**src/core/ucied_pkg.sv**
```systemverilog
// Constants, layouts and carriers for the USB control and interrupt endpoint block
package ucied_pkg;
    // Interrupt status word layout
    localparam int          IRQ_W          = 32;
    localparam int          BIT_MAC_RTO    = 19;
    localparam int          BIT_RX_FRAME   = 18;
    localparam logic [31:0] IRQ_STICKY     = 32'h000b_ffff;
    localparam logic [11:0] IRQ_RSVD       = 12'h000;
    // Descriptor constants
    localparam logic [7:0]  DT_DEVICE      = 8'h01;
    localparam logic [7:0]  DT_CONFIG      = 8'h02;
    localparam logic [7:0]  DT_STRING      = 8'h03;
    localparam logic [7:0]  DEV_LEN        = 8'h12;
    localparam logic [7:0]  CFG_LEN        = 8'h09;
    localparam logic [15:0] CFG_TOTAL      = 16'h0027;
    localparam logic [15:0] USB_REL        = 16'h0200;
    localparam logic [7:0]  DEV_CLASS      = 8'hff;
    localparam logic [7:0]  DEV_SUBCLASS   = 8'h00;
    localparam logic [7:0]  DEV_PROTO      = 8'hff;
    localparam logic [7:0]  EP0_MAXPKT     = 8'h40;
    localparam logic [7:0]  NUM_CFG        = 8'h01;
    localparam logic [7:0]  NUM_IF         = 8'h01;
    localparam logic [7:0]  CFG_VALUE      = 8'h01;
    localparam logic [7:0]  CFG_ATTR       = 8'ha0;
    localparam logic [7:0]  MAXPOW_BUS     = 8'hfa;
    localparam logic [7:0]  MAXPOW_SELF    = 8'h01;
    localparam logic [7:0]  REL_LSB        = 8'h00;
    localparam logic [7:0]  STR_IDX_LAST   = 8'h05;
    localparam logic [15:0] VENDOR_LEN     = 16'h0004;
    localparam int          CFG_POW_LSB    = 64;
    // EEPROM image word map
    localparam logic [7:0]  EE_DEV_BASE    = 8'h80;
    localparam logic [7:0]  EE_CFG_BASE    = 8'h85;
    localparam logic [7:0]  EE_INTERVAL    = 8'h88;
    localparam logic [7:0]  POLL_DEFAULT   = 8'h04;
    // Register word addresses
    localparam logic [2:0]  REG_IRQ        = 3'h0;
    localparam logic [2:0]  REG_STATS      = 3'h1;
    localparam logic [2:0]  REG_STATUS     = 3'h2;
    localparam logic [2:0]  REG_CTRL       = 3'h3;
    localparam logic [31:0] CTRL_RESET     = 32'h0000_0001;

    typedef struct packed {
        logic        mac_reset_timeout_irq;
        logic        tx_halted_irq;
        logic        rx_halted_irq;
        logic        transceiver_irq;
        logic        tx_error_flag;
        logic        tx_fifo_underrun_flag;
        logic        tx_fifo_overrun_flag;
        logic        rx_drop_frame_irq;
        logic [10:0] gpio_irq;
    } ucied_irq_ev_s;

    typedef struct packed {
        logic        vendor;
        logic [7:0]  dtype;
        logic [7:0]  index;
        logic [15:0] length;
    } ucied_req_s;

    // First string-file word of each string index
    function automatic logic [6:0] str_base(input logic [2:0] idx);
        case (idx)
            3'd0:    str_base = 7'h00;
            3'd1:    str_base = 7'h04;
            3'd2:    str_base = 7'h1c;
            3'd3:    str_base = 7'h34;
            3'd4:    str_base = 7'h4c;
            default: str_base = 7'h64;
        endcase
    endfunction
endpackage

```
**src/core/ucied_top.sv**
```systemverilog
// Control endpoint unit, interrupt endpoint and descriptor store
`timescale 1ns/1ps
// Overview of operation
// Bit 18 shows a complete frame in receive FIFO; 19 timeout; 31:20 zero.
// Bits 17..11 carry the seven MAC flags, 10:0 the pin events.
// Each interrupt endpoint poll with a bit pending and ctrl bit 0 set returns the current status word.
// With nothing pending the poll is answered by NAK.
// Polling interval comes from EEPROM only; changes need EEPROM rewrite and reset.
// Status bits clear only by software write, never by endpoint reads.
// Endpoint zero handled here, with statistics and programmable descriptor parts.
// Protocol core hands over Get Descriptor and vendor requests for completion.
// Handed request pointer selects the descriptor and the returned data.
// Strings live in a 128 by 32 register file.
// String file reloads from EEPROM after every reset before serving.
// String index 0..5: language, maker, product, serial, configuration, interface.
// Device descriptor length 18 and its type always substituted.
// Device defaults: release 0200h, class FFh, sub 00h, protocol FFh, 40h.
// EEPROM must keep release, packet size, configuration count at defaults.
// Default device release: silicon release high byte, low byte 00h.
// Configuration defaults: length 09h, total 0027h, one interface.
// Attributes default A0h, replaced from EEPROM when present.
// Maximum power default advertises 500 mA, replaceable from EEPROM.
// Configuration type byte always substituted regardless of EEPROM.
// Default power byte: 01h self powered, FAh bus powered, by strap.
// String index beyond five is answered with STALL.
// Reply truncated to min of requested and actual length, in max packets.
module ucied_top #(
    parameter logic [15:0] VENDOR_ID   = 16'h1234, // Arbitrary value
    parameter logic [15:0] PRODUCT_ID  = 16'h5678, // Arbitrary value
    parameter logic [7:0]  SILICON_REL = 8'h07     // Arbitrary value
) (
    input  wire logic                    mclk,             // Clock, 25 MHz
    input  wire logic                    rst,              // Sync reset
    input  wire logic                    ce,               // Clock enable
    input  wire logic [2:0]              avs_address,      // Word address
    input  wire logic                    avs_read,         // Read request
    input  wire logic                    avs_write,        // Write request
    input  wire logic [31:0]             avs_writedata,    // Write data
    input  wire logic [3:0]              avs_byteenable,   // Byte lanes
    output logic [31:0]                  avs_readdata,     // Read data
    output logic                         avs_waitrequest,  // Stall master
    input  wire ucied_pkg::ucied_irq_ev_s irq_ev,          // Event pulses
    input  wire logic                    rx_fifo_has_frame,// Level
    input  wire logic                    ep3_token,        // Interrupt IN token
    output logic                         ep3_data_valid,   // Status word sent
    output logic [31:0]                  ep3_data,         // Status word
    output logic                         ep3_nak,          // NAK handshake
    output logic [7:0]                   poll_interval,    // Endpoint interval
    input  wire logic                    pwr_self_pin,     // Power strap pin
    input  wire logic                    ee_wr,            // EEPROM word valid
    input  wire logic [7:0]              ee_addr,          // EEPROM word index
    input  wire logic [31:0]             ee_data,          // EEPROM word
    input  wire logic                    ee_done,          // Image load end
    input  wire logic                    ee_present,       // EEPROM found
    input  wire logic                    req_valid,        // Request offered
    input  wire ucied_pkg::ucied_req_s   req,              // Request fields
    output logic                         req_ready,        // Request taken
    output logic                         tx_valid,         // Byte valid
    output logic [7:0]                   tx_data,          // Reply byte
    output logic                         tx_pkt_end,       // Last of packet
    input  wire logic                    tx_ready,         // Core takes byte
    output logic                         ep0_stall,        // STALL pulse
    output logic                         req_done          // Reply finished
);
    typedef enum logic [1:0] {ST_IDLE, ST_SEND} ucied_state_e;
    typedef enum logic [1:0] {K_DEV, K_CFG, K_STR, K_VND} ucied_kind_e;

    localparam logic [159:0] DEV_INIT = {16'h0000, ucied_pkg::NUM_CFG, 24'h000000,
        SILICON_REL, ucied_pkg::REL_LSB, PRODUCT_ID, VENDOR_ID, ucied_pkg::EP0_MAXPKT,
        ucied_pkg::DEV_PROTO, ucied_pkg::DEV_SUBCLASS, ucied_pkg::DEV_CLASS,
        ucied_pkg::USB_REL, ucied_pkg::DT_DEVICE, ucied_pkg::DEV_LEN};
    localparam logic [95:0] CFG_INIT = {24'h000000, ucied_pkg::MAXPOW_BUS,
        ucied_pkg::CFG_ATTR, 8'h00, ucied_pkg::CFG_VALUE, ucied_pkg::NUM_IF,
        ucied_pkg::CFG_TOTAL, ucied_pkg::DT_CONFIG, ucied_pkg::CFG_LEN};

    logic [31:0]  strf [0:127];
    logic [159:0] dev_v;
    logic [95:0]  cfg_v;
    logic         loaded;
    logic         pwr_meta;
    logic         pwr_self;
    logic [31:0]  irq_sticky;
    logic [31:0]  ctrl;
    logic [15:0]  desc_cnt;
    logic [15:0]  stall_cnt;
    logic         ack;
    ucied_state_e state;
    ucied_kind_e  kind;
    logic [6:0]   base;
    logic [15:0]  len;
    logic [15:0]  pos;
    logic [7:0]   pkt_cnt;

    // Avalon slave decode
    wire         bus_req   = avs_read | avs_write;
    wire         wr_fire   = avs_write & ack;
    wire  [31:0] be_mask   = {{8{avs_byteenable[3]}}, {8{avs_byteenable[2]}},
                              {8{avs_byteenable[1]}}, {8{avs_byteenable[0]}}};
    wire  [31:0] w1c       = (wr_fire && avs_address == ucied_pkg::REG_IRQ) ?
                             (avs_writedata & be_mask) : 32'h0000_0000;
    assign avs_waitrequest = bus_req & ~ack;

    // Interrupt status word
    wire  [31:0] ev_set    = {ucied_pkg::IRQ_RSVD, irq_ev.mac_reset_timeout_irq, 1'b0,
                              irq_ev.tx_halted_irq, irq_ev.rx_halted_irq, irq_ev.transceiver_irq,
                              irq_ev.tx_error_flag, irq_ev.tx_fifo_underrun_flag,
                              irq_ev.tx_fifo_overrun_flag, irq_ev.rx_drop_frame_irq,
                              irq_ev.gpio_irq};
    wire  [31:0] irq_word  = (irq_sticky & ucied_pkg::IRQ_STICKY)
                             | ({31'h0, rx_fifo_has_frame} << ucied_pkg::BIT_RX_FRAME);
    wire         pending   = |irq_word;

    wire  [31:0] rd_mux    = (avs_address == ucied_pkg::REG_IRQ)    ? irq_word :
                             (avs_address == ucied_pkg::REG_STATS)  ? {stall_cnt, desc_cnt} :
                             (avs_address == ucied_pkg::REG_STATUS) ?
                                 {22'h0, poll_interval, pwr_self, loaded} :
                             (avs_address == ucied_pkg::REG_CTRL)   ? ctrl : 32'h0000_0000;

    // Request classification
    wire         is_dev    = req.dtype == ucied_pkg::DT_DEVICE;
    wire         is_cfg    = req.dtype == ucied_pkg::DT_CONFIG;
    wire         is_str    = req.dtype == ucied_pkg::DT_STRING;
    wire         str_ok    = req.index <= ucied_pkg::STR_IDX_LAST;
    wire         bad_req   = !req.vendor && !(is_dev || (is_cfg) || (is_str && str_ok));
    wire  [6:0]  req_base  = req.vendor ? req.index[6:0] : ucied_pkg::str_base(req.index[2:0]);
    wire  [15:0] str_len   = {8'h00, strf[req_base][7:0]};
    wire  [15:0] act_len   = req.vendor ? ucied_pkg::VENDOR_LEN :
                             is_dev     ? {8'h00, ucied_pkg::DEV_LEN} :
                             is_cfg     ? {8'h00, ucied_pkg::CFG_LEN} : str_len;
    wire  [15:0] cut_len   = (req.length < act_len) ? req.length : act_len;
    wire         take      = req_valid & req_ready;
    assign req_ready       = loaded && state == ST_IDLE;

    // Byte source for the reply stream
    wire  [6:0]  str_word  = base + pos[8:2];
    wire  [31:0] sword     = strf[str_word];
    wire  [7:0]  str_byte  = sword[{pos[1:0], 3'b000} +: 8];
    wire  [7:0]  dev_byte  = (pos == 16'h0000) ? ucied_pkg::DEV_LEN :
                             (pos == 16'h0001) ? ucied_pkg::DT_DEVICE :
                             dev_v[{pos[4:0], 3'b000} +: 8];
    wire  [7:0]  cfg_byte  = (pos == 16'h0000) ? ucied_pkg::CFG_LEN :
                             (pos == 16'h0001) ? ucied_pkg::DT_CONFIG :
                             cfg_v[{pos[3:0], 3'b000} +: 8];
    wire  [7:0]  src_byte  = (kind == K_DEV) ? dev_byte :
                             (kind == K_CFG) ? cfg_byte : str_byte;
    wire         can_load  = !tx_valid || tx_ready;
    wire         more      = pos != len;
    wire  [15:0] pos_nxt   = pos + 16'h0001;
    wire  [7:0]  pkt_nxt   = pkt_cnt + 8'h01;
    wire  [7:0]  maxpkt    = dev_v[63:56];
    wire         pkt_last  = (pkt_nxt == maxpkt) || (pos_nxt == len);

    // Strap catch after reset release
    always_ff @(posedge mclk) begin
        if (rst) begin
            pwr_meta <= 1'b0;
            pwr_self <= 1'b0;
        end else if (ce) begin
            pwr_meta <= pwr_self_pin;
            pwr_self <= pwr_meta;
        end
    end

    // String file load
    always_ff @(posedge mclk) begin
        if (ce && ee_wr && !ee_addr[7]) begin
            strf[ee_addr[6:0]] <= ee_data;
        end
    end

    // Descriptor store and interval
    always_ff @(posedge mclk) begin
        if (rst) begin
            dev_v         <= DEV_INIT;
            cfg_v         <= CFG_INIT;
            poll_interval <= ucied_pkg::POLL_DEFAULT;
            loaded        <= 1'b0;
        end else if (ce) begin
            if (ee_wr && ee_addr >= ucied_pkg::EE_DEV_BASE && ee_addr < ucied_pkg::EE_CFG_BASE) begin
                dev_v[{ee_addr[2:0], 5'b00000} +: 32] <= ee_data;
            end
            if (ee_wr && ee_addr >= ucied_pkg::EE_CFG_BASE && ee_addr < ucied_pkg::EE_INTERVAL) begin
                cfg_v[{ee_addr[1:0] - 2'd1, 5'b00000} +: 32] <= ee_data;
            end
            if (ee_wr && ee_addr == ucied_pkg::EE_INTERVAL) begin
                poll_interval <= ee_data[7:0];
            end
            if (ee_done) begin
                loaded <= 1'b1;
            end
            if (ee_done && !ee_present) begin
                cfg_v[ucied_pkg::CFG_POW_LSB +: 8] <= pwr_self ? ucied_pkg::MAXPOW_SELF
                                                               : ucied_pkg::MAXPOW_BUS;
            end
        end
    end

    // Register bus and status flags
    always_ff @(posedge mclk) begin
        if (rst) begin
            ack          <= 1'b0;
            avs_readdata <= 32'h0000_0000;
            irq_sticky   <= 32'h0000_0000;
            ctrl         <= ucied_pkg::CTRL_RESET;
        end else if (ce) begin
            ack <= bus_req & ~ack;
            if (avs_read && !ack) begin
                avs_readdata <= rd_mux;
            end
            irq_sticky <= (irq_sticky & ~w1c) | ev_set;
            if (wr_fire && avs_address == ucied_pkg::REG_CTRL) begin
                ctrl <= (ctrl & ~be_mask) | (avs_writedata & be_mask);
            end
        end
    end

    // Interrupt endpoint answer
    always_ff @(posedge mclk) begin
        if (rst) begin
            ep3_data_valid <= 1'b0;
            ep3_nak        <= 1'b0;
            ep3_data       <= 32'h0000_0000;
        end else if (ce) begin
            ep3_data_valid <= ep3_token & pending & ctrl[0];
            ep3_nak        <= ep3_token & ~(pending & ctrl[0]);
            if (ep3_token) begin
                ep3_data <= irq_word;
            end
        end
    end

    // Control endpoint reply engine
    always_ff @(posedge mclk) begin
        if (rst) begin
            state      <= ST_IDLE;
            kind       <= K_DEV;
            base       <= 7'h00;
            len        <= 16'h0000;
            pos        <= 16'h0000;
            pkt_cnt    <= 8'h00;
            tx_valid   <= 1'b0;
            tx_data    <= 8'h00;
            tx_pkt_end <= 1'b0;
            ep0_stall  <= 1'b0;
            req_done   <= 1'b0;
            desc_cnt   <= 16'h0000;
            stall_cnt  <= 16'h0000;
        end else if (ce) begin
            ep0_stall <= 1'b0;
            req_done  <= 1'b0;
            case (state)
                ST_IDLE: begin
                    if (take && bad_req) begin
                        ep0_stall <= 1'b1;
                        stall_cnt <= stall_cnt + 16'h0001;
                    end else if (take) begin
                        state    <= ST_SEND;
                        kind     <= req.vendor ? K_VND : is_dev ? K_DEV : is_cfg ? K_CFG : K_STR;
                        base     <= req_base;
                        len      <= cut_len;
                        pos      <= 16'h0000;
                        pkt_cnt  <= 8'h00;
                        desc_cnt <= desc_cnt + 16'h0001;
                    end
                end
                ST_SEND: begin
                    if (can_load && more) begin
                        tx_data    <= src_byte;
                        tx_valid   <= 1'b1;
                        tx_pkt_end <= pkt_last;
                        pos        <= pos_nxt;
                        pkt_cnt    <= pkt_last ? 8'h00 : pkt_nxt;
                    end else if (can_load) begin
                        tx_valid   <= 1'b0;
                        tx_pkt_end <= 1'b0;
                        req_done   <= 1'b1;
                        state      <= ST_IDLE;
                    end
                end
                default: begin
                    state <= ST_IDLE;
                end
            endcase
        end
    end
endmodule // ucied_top

```
**config.mk**
```make
export PLATFORM = sky130hd
export DESIGN_NAME = ucied_top
export DESIGN_NICKNAME = d
export VERILOG_FILES = /design/src/core/ucied_pkg.sv /design/src/core/ucied_top.sv
export SDC_FILE = /design/constraint.sdc
export NUM_CORES = 2
export LEC_CHECK = 0
export BUFFER_PORTS_ARGS = -buffer_cell sky130_fd_sc_hd__buf_2
export CAP_MARGIN = 25
export CORE_MARGIN = 2
export CORE_UTILIZATION = 47
export DETAILED_ROUTE_END_ITERATION = 12
export PLACE_DENSITY = 0.73
export RECOVER_POWER = 25
export SYNTH_ARGS = -nofsm -noshare
export SYNTH_HDL_FRONTEND = slang
export SYNTH_SLANG_ARGS = --single-unit
```
**constraint.sdc**
```tcl
create_clock -name mclk -period 9.4 [get_ports mclk]
set_input_delay 0.47 -clock mclk [delete_from_list [all_inputs] [get_ports mclk]]
set_output_delay 0.47 -clock mclk [all_outputs]
set_load 0.05 [all_outputs]
```
# After elaboration in Yosys (flattened, before gate mapping)
# Memory sizes are Yosys's and may differ from the RTL's.
# Cells that the tools add are included.
classes:
  n_addsub: 8
  magnitude_cmp: 6
  eq_ne: 22
  shifts: 7
  muxes: 49
  bitwise_logic: 19
  n_reduce_logical: 49
op_table:
  columns: ["operator", "count"]
  rows:
  - ["bitwise mux 160 bit", 1]
  - ["two-way mux 32 bit", 5]
  - ["variable shift 32 x 10 -> 160 bit (first input constant)", 1]
  - ["variable part select 160 x 9 -> 8 bit", 1]
  - ["variable part select 32 x 10 -> 160 bit", 1]
  - ["two-way mux 8 bit", 15]
  - ["AND 32 bit", 3]
  - ["bitwise mux 96 bit", 1]
  - ["variable shift 32 x 9 -> 96 bit (first input constant)", 1]
  - ["variable part select 32 x 9 -> 96 bit", 1]
  - ["variable part select 96 x 8 -> 8 bit", 1]
  - ["two-way mux 72 bit", 1]
  - ["two-way mux 16 bit", 4]
  - ["NOT 32 bit", 2]
  - ["adder 16 x 1 -> 16 bit (second input constant)", 3]
  - ["one-hot mux 7 bit (5 select lines)", 1]
  - ["bitwise OR 32 x 20 -> 32 bit", 1]
  - ["bitwise OR 32 bit", 1]
  - ["one-hot mux 16 bit (2 select lines)", 1]
  - ["OR reduction 32 bit", 1]
  - ["variable part select 32 x 6 -> 8 bit", 1]
  - ["bitwise OR 20 x 19 -> 20 bit", 1]
  - ["equality test 16 x 1 -> 1 bit (second input constant)", 1]
  - ["equality test 16 bit", 1]
  - ["38 further kinds", 110]
totals:
  register_bits: 493
  ramBits: 4096
  in_bits: 144
  output_inout_bits: 88
  elab_cells: 188
  mem_count: 1
mem_list:
  columns: ["memory", "words", "word_bits", "read_ports", "rd_clocked_by_memory_dff", "write_ports", "line_no", "text"]
  rows:
  - ["strf", 128, 32, 2, 0, 1, "ucied_top.sv:76", "logic [31:0] strf [0:127];"]

# Logic depth before layout (Yosys ltp)
# An unclocked memory read counts as a cell.
depth:
  ltp_word: 9
  depth_mapped: 22
  ltp_nobuf: 16

# Least setup slack after synthesis
# Ideal clock, no wire load.
synth_path:
  path_kind: "input -> register"
  startpoint: "input req[17] (netlist bit)"
  endpoint: "register len[1]"
  t_arrival_ns: 4.109
  path_slack_ns: 5.203
  stages: 17
  path_buffers: 3
  path_cell_list: "buf_4 -> buf_6 -> xor2_2 -> a21oi_2 -> buf_6 -> mux4_2 -> a211o_1 -> a22o_1 -> or4_1 -> ha_1 -> nor4_1 -> nand3_1 -> a21oi_1 -> nand2_1 -> a211oi_4 -> o21ai_0 -> a311oi_2"
synth_between:
  elab_chain_cells: 9
  word_cells_on_any_way: 21
synth_rtl:
  columns: ["element", "line_no", "text"]
  rows:
  - ["start, declared", "ucied_top.sv:56", "input wire ucied_pkg::ucied_req_s req,"]
  - ["equality test 3 bit (tied with other cells)", "ucied_pkg.sv:64", "case (idx)"]
  - ["one-hot mux 7 bit (5 select lines)", "ucied_pkg.sv:64", null]
  - ["two-way mux 7 bit", "ucied_top.sv:125", "wire [6:0] req_base = req.vendor ? req.index[6:0] : ucied_pkg::str_base(req.index[2:0]);"]
  - ["memory read (128 x 32 bit)", null, null]
  - ["two-way mux 8 bit", "ucied_top.sv:129", "is_cfg ? {8'h00, ucied_pkg::CFG_LEN} : str_len;"]
  - ["two-way mux 8 bit", "ucied_top.sv:128", "is_dev ? {8'h00, ucied_pkg::DEV_LEN} :"]
  - ["two-way mux 8 bit", "ucied_top.sv:127", "wire [15:0] act_len = req.vendor ? ucied_pkg::VENDOR_LEN :"]
  - ["less-than comparator 16 x 8 -> 1 bit", "ucied_top.sv:130", "wire [15:0] cut_len = (req.length < act_len) ? req.length : act_len;"]
  - ["two-way mux 16 bit", "ucied_top.sv:130", null]
  - ["end signal, assigned", "ucied_top.sv:260", "len <= cut_len;"]
  - ["end, declared", "ucied_top.sv:90", "logic [15:0] len;"]
# Several ways; a longest one is shown, not always the timed one.
# A chain may end at the register's enable or synchronous reset.

# Worst setup path in the final report
layout_path:
  startpoint: "input req[16] (netlist bit)"
  endpoint: "register len[1]"
# Same word-level chain as after synthesis.

==> impl_metrics.prom <==
# TYPE chip_impl_metric gauge
chip_impl_info{name="crit_path_cell_trace",value="buf_6 -> buf_4 -> o21bai_4 -> nand2_8 -> mux2i_1 -> a221o_1 -> a2111oi_0 -> a2111oi_0 -> o31ai_1 -> nand2_1 -> ha_1 -> a21o_1 -> a21o_1 -> a21oi_1 -> nand2_1 -> a211oi_4 -> o21ai_0 -> a311oi_2"} 1
chip_impl_metric{name="period_needed",unit="ps"} 6040
chip_impl_info{name="synth.most_common_cell",value="edfxtp_1"} 1
chip_impl_metric{name="synth_sequential_area_ratio",unit="%"} 71.3
chip_impl_metric{name="row_count",unit=""} 230
chip_impl_metric{name="synth-edff-count",unit=""} 4096
chip_impl_info{name="start_kind",value="primary input"} 1
chip_impl_info{name="postSynth.topFlopCell",value="edfxtp_1"} 1
chip_impl_metric{name="worst-path-max-fanout",unit=""} 93
chip_impl_metric{name="grt_overflow_total",unit=""} 0
chip_impl_metric{name="synthesis.instances",unit=""} 9930
chip_impl_metric{name="multi_input_comb_area",unit="sq um"} 51000
chip_impl_metric{name="groute.usage.overall",unit="%"} 28.4
chip_impl_info{name="timing.critical_path.to_type",value="register"} 1
chip_impl_metric{name="timing.clock.skew",unit="ps"} 74.8
chip_impl_metric{name="fin_tns_setup",unit="ps"} 0
chip_impl_metric{name="reg2reg_setup_slack",unit="ps"} 3670
chip_impl_info{name="ys_top_cells_by_area",value="edfxtp_1, mux4_2, dfxtp_1"} 1
chip_impl_info{name="timing.critical_path.slowest_stage_cell",value="a2111oi_0"} 1
chip_impl_metric{name="post_drt_wl_per_cell",unit="microns"} 36.1
chip_impl_metric{name="regArea",unit="sq um"} 132000
chip_impl_metric{name="layout.nets",unit=""} 10500
chip_impl_info{name="synthDominantAreaCellType",value="edfxtp_1"} 1
chip_impl_metric{name="fillerInstances",unit=""} 29600
chip_impl_metric{name="drive_gt1_share",unit="%"} 25.9
chip_impl_metric{name="timing.fmax",unit="MHz"} 166
chip_impl_metric{name="post_synth.cell_area_avg",unit="sq um"} 18.7
chip_impl_info{name="clock_tree_from_tritoncts",value="done"} 1
chip_impl_metric{name="io-pin-count",unit=""} 232
chip_impl_metric{name="synth_cell_types",unit=""} 108
chip_impl_info{name="ys_top_cells_by_count",value="edfxtp_1, mux4_2, nand2_1"} 1
chip_impl_metric{name="power-per-cell-area",unit="nW/um^2"} 199
chip_impl_info{name="crit_type",value="in2reg"} 1
chip_impl_metric{name="synthArstFlopShare",unit="%"} 0
chip_impl_metric{name="ys_seq_elements",unit=""} 4563
chip_impl_info{name="unrepaired_setup_endpoints_after_global_routing",value="false"} 1
chip_impl_metric{name="ff2ff_path_depth",unit=""} 11
chip_impl_metric{name="hold_viol_final",unit=""} 0
chip_impl_metric{name="design_power_total",unit="mW"} 41.8
chip_impl_metric{name="timing.slew.headroom",unit="%"} -200
chip_impl_metric{name="maximum_vdd_ir_drop",unit="uV"} 168
chip_impl_metric{name="cts_buffers",unit=""} 447
chip_impl_metric{name="cts_setup_buffers",unit=""} 0
chip_impl_metric{name="cts_buffer_depth",unit=""} 4
chip_impl_metric{name="timing.critical_path.slowest_cell_delay",unit="ps"} 930
chip_impl_metric{name="io_buffer_count",unit=""} 219
chip_impl_metric{name="drtAntennaViolNets",unit=""} 0
chip_impl_metric{name="start_util",unit="%"} 47.3
chip_impl_metric{name="dpl.hpwl",unit="microns"} 337000
chip_impl_metric{name="route.detailed.drc",unit=""} 0
chip_impl_metric{name="finalMaxSlewViolations",unit=""} 2895
chip_impl_metric{name="grt_pass1_wl",unit="microns"} 800000
chip_impl_info{name="critical_path.top_delay_family",value="compound AO/OA/AOI/OAI gates"} 1
chip_impl_metric{name="mappedNetlistArea",unit="sq um"} 186000
chip_impl_metric{name="period_share",unit="%"} 64.2
chip_impl_metric{name="maxCapViolations",unit=""} 47
chip_impl_metric{name="routed_wirelength",unit="microns"} 577000
chip_impl_metric{name="gp_congestion",unit=""} 1.04
chip_impl_metric{name="synth.top_cell.area_share",unit="%"} 66.2
chip_impl_metric{name="crit_required",unit="ps"} 10300
chip_impl_metric{name="fp.dieArea",unit="sq um"} 400000
chip_impl_metric{name="critPathBufInv",unit=""} 2
chip_impl_metric{name="first_global_vias",unit=""} 104000
chip_impl_info{name="timing.hold.worst.class",value="in2reg"} 1
chip_impl_metric{name="hold-path-cell-count",unit=""} 4
chip_impl_metric{name="worstSkewPairLatency",unit="ps"} 1000
chip_impl_metric{name="core-area",unit="sq um"} 393000
chip_impl_metric{name="detail_route.vias_per_cell",unit=""} 6.65
chip_impl_metric{name="chipWidth",unit="microns"} 633
chip_impl_metric{name="clk_pin_slew",unit="ps"} 60
chip_impl_info{name="outcome",value="finished, violations left"} 1
chip_impl_metric{name="pin_count_of_the_biggest_net_entering_global_routing",unit=""} 119
chip_impl_metric{name="antenna_violations_before_repair",unit=""} 57
chip_impl_info{name="clk_root_buffer_cell",value="clkbuf_16"} 1
chip_impl_metric{name="detail_route.iter0.violations",unit=""} 16100
chip_impl_metric{name="cts.htree.levels",unit=""} 5
chip_impl_metric{name="yosys_synthesis_warning_count",unit=""} 0
chip_impl_metric{name="die_h",unit="microns"} 633
chip_impl_metric{name="numClockSinks",unit=""} 4563
chip_impl_metric{name="drt_pass_1_iters",unit=""} 7
chip_impl_metric{name="worst-endpoint-arrival",unit="ps"} 6940
chip_impl_metric{name="worstMarginPinSlew",unit="ps"} 4500
chip_impl_metric{name="worstSetupPathDepth",unit=""} 18
chip_impl_metric{name="route.vias.total",unit=""} 106000
chip_impl_metric{name="area_delta_synth_final",unit="%"} 13.0
chip_impl_metric{name="finalSetupViolCount",unit=""} 0
chip_impl_info{name="violations",value="capacitance limit, slew limit"} 1
chip_impl_metric{name="power.leakage",unit="nW"} 65.2
==> logic make-up after synthesis <==
logic type | Yosys count | synth area share, %
other | 1 | 0.00202
muxes | 1632 | 18.0
adders and majority gates | 26 | 0.179
AOI/OAI and AO/OA | 1101 | 4.05
xor gates and xnor gates | 74 | 0.357
DFF | 4563 | 71.3
buffers and inverters | 749 | 1.94
and+or+nand+nor | 1784 | 4.25
==> placed cells by master, fill, tap and decap left out, types with 72 or more instances in the layout <==
cell / synthesis / routed
nor2_1: 448 / 317
clkbuf_1: 334 / 131
buf_2: 231 / 187
dfxtp_1: 467 / 465
o21ai_0: 115 / 115
buf_4: 89 / 278
clkinv_2: 0 / 85
clkbuf_16: 0 / 453
mux4_2: 1352 / 1352
dlygate4sd3_1: 0 / 88
clkinv_1: 2 / 104
nor3_1: 78 / 72
a21oi_1: 339 / 339
edfxtp_1: 4096 / 4096
mux2i_1: 213 / 213
a22oi_1: 141 / 141
nor2_4: 0 / 129
nand3_1: 191 / 188
nand2_1: 775 / 771
==> sequential cells by signal, indices dropped and copies added, names as in the netlist, 19 cells and up, named ones only <==
name / flops
strf: 4096
dev_v: 160
cfg_v: 96
avs_readdata: 32
ep3_data: 20
irq_sticky: 19
==> metrics by stage <==
stage | hold WS [ps] | cells | setup slack, ps | instance area [sq um] | utilization, %
after CTS | 4.02 | 15900 | 3650 | 210000 | 53.4
after global placement | 435 | 15000 | 2530 | 194000 | 49.4
after floorplan | 429 | 9941 | 5200 | 186000 | -
after global routing | 47.9 | 16000 | 3040 | 210000 | 53.4
after detailed placement | 446 | 15000 | 2620 | 194000 | 49.4
final | 48.7 | 16000 | 3360 | 210000 | 53.4
==> routing by layer <==
metal	up-vias	wire length [microns]	track usage, %
met1	55500	208000	38.1
met5	-	173	0
met2	7773	265000	43.7
met4	16	35300	14.3
met3	1297	68700	6.70
li1	41600	-	-
==> power by group <==
group          switching, mW  leakage [nW]  internal (mW)
clock                   7.81          7.12           10.1
sequential            0.0267          40.6           22.1
combinational           1.24          17.5          0.442
==> layout make-up <==
class | count | share of cell area [%]
Antenna cell | 40 | 0.0477
Clock inverter | 287 | 1.41
Timing Repair Buffer | 647 | 2.36
Tap cell | 5220 | 3.11
Sequential cell | 4563 | 63.1
Clock buffer | 538 | 5.58
Multi-Input combinational cell | 4629 | 24.3
Inverter | 46 | 0.0823
==> worst paths after layout <==
| path | start | to |
|---|---|---|
| worst max-delay path | req[16] | len[1] |
| worst min-delay path | ee_addr[0] | dev_v[54] |
| worst max register to register | base[0] | tx_data[6] |
| worst min register to register | dev_v[108] | dev_v[108] |
==> worst register-to-register path: cells and delay by family (launching register included) <==
kind | cells | cell delay, ps
AO/OA/AOI/OAI | 3 | 1020
adder cells (fa/ha/maj) | 2 | 1360
buffers and inverters | 2 | 920
flip-flops | 1 | 340
multiplexers | 2 | 1080
AND/OR/NAND/NOR | 2 | 880
==> what timing repair did <==
item / in CTS / in global routing
hold buffers: 86 / 2
gates resized for setup: 0 / 0
endpoints found under the hold margin: 298 / 36
Power figures use the tool's default switching activity.
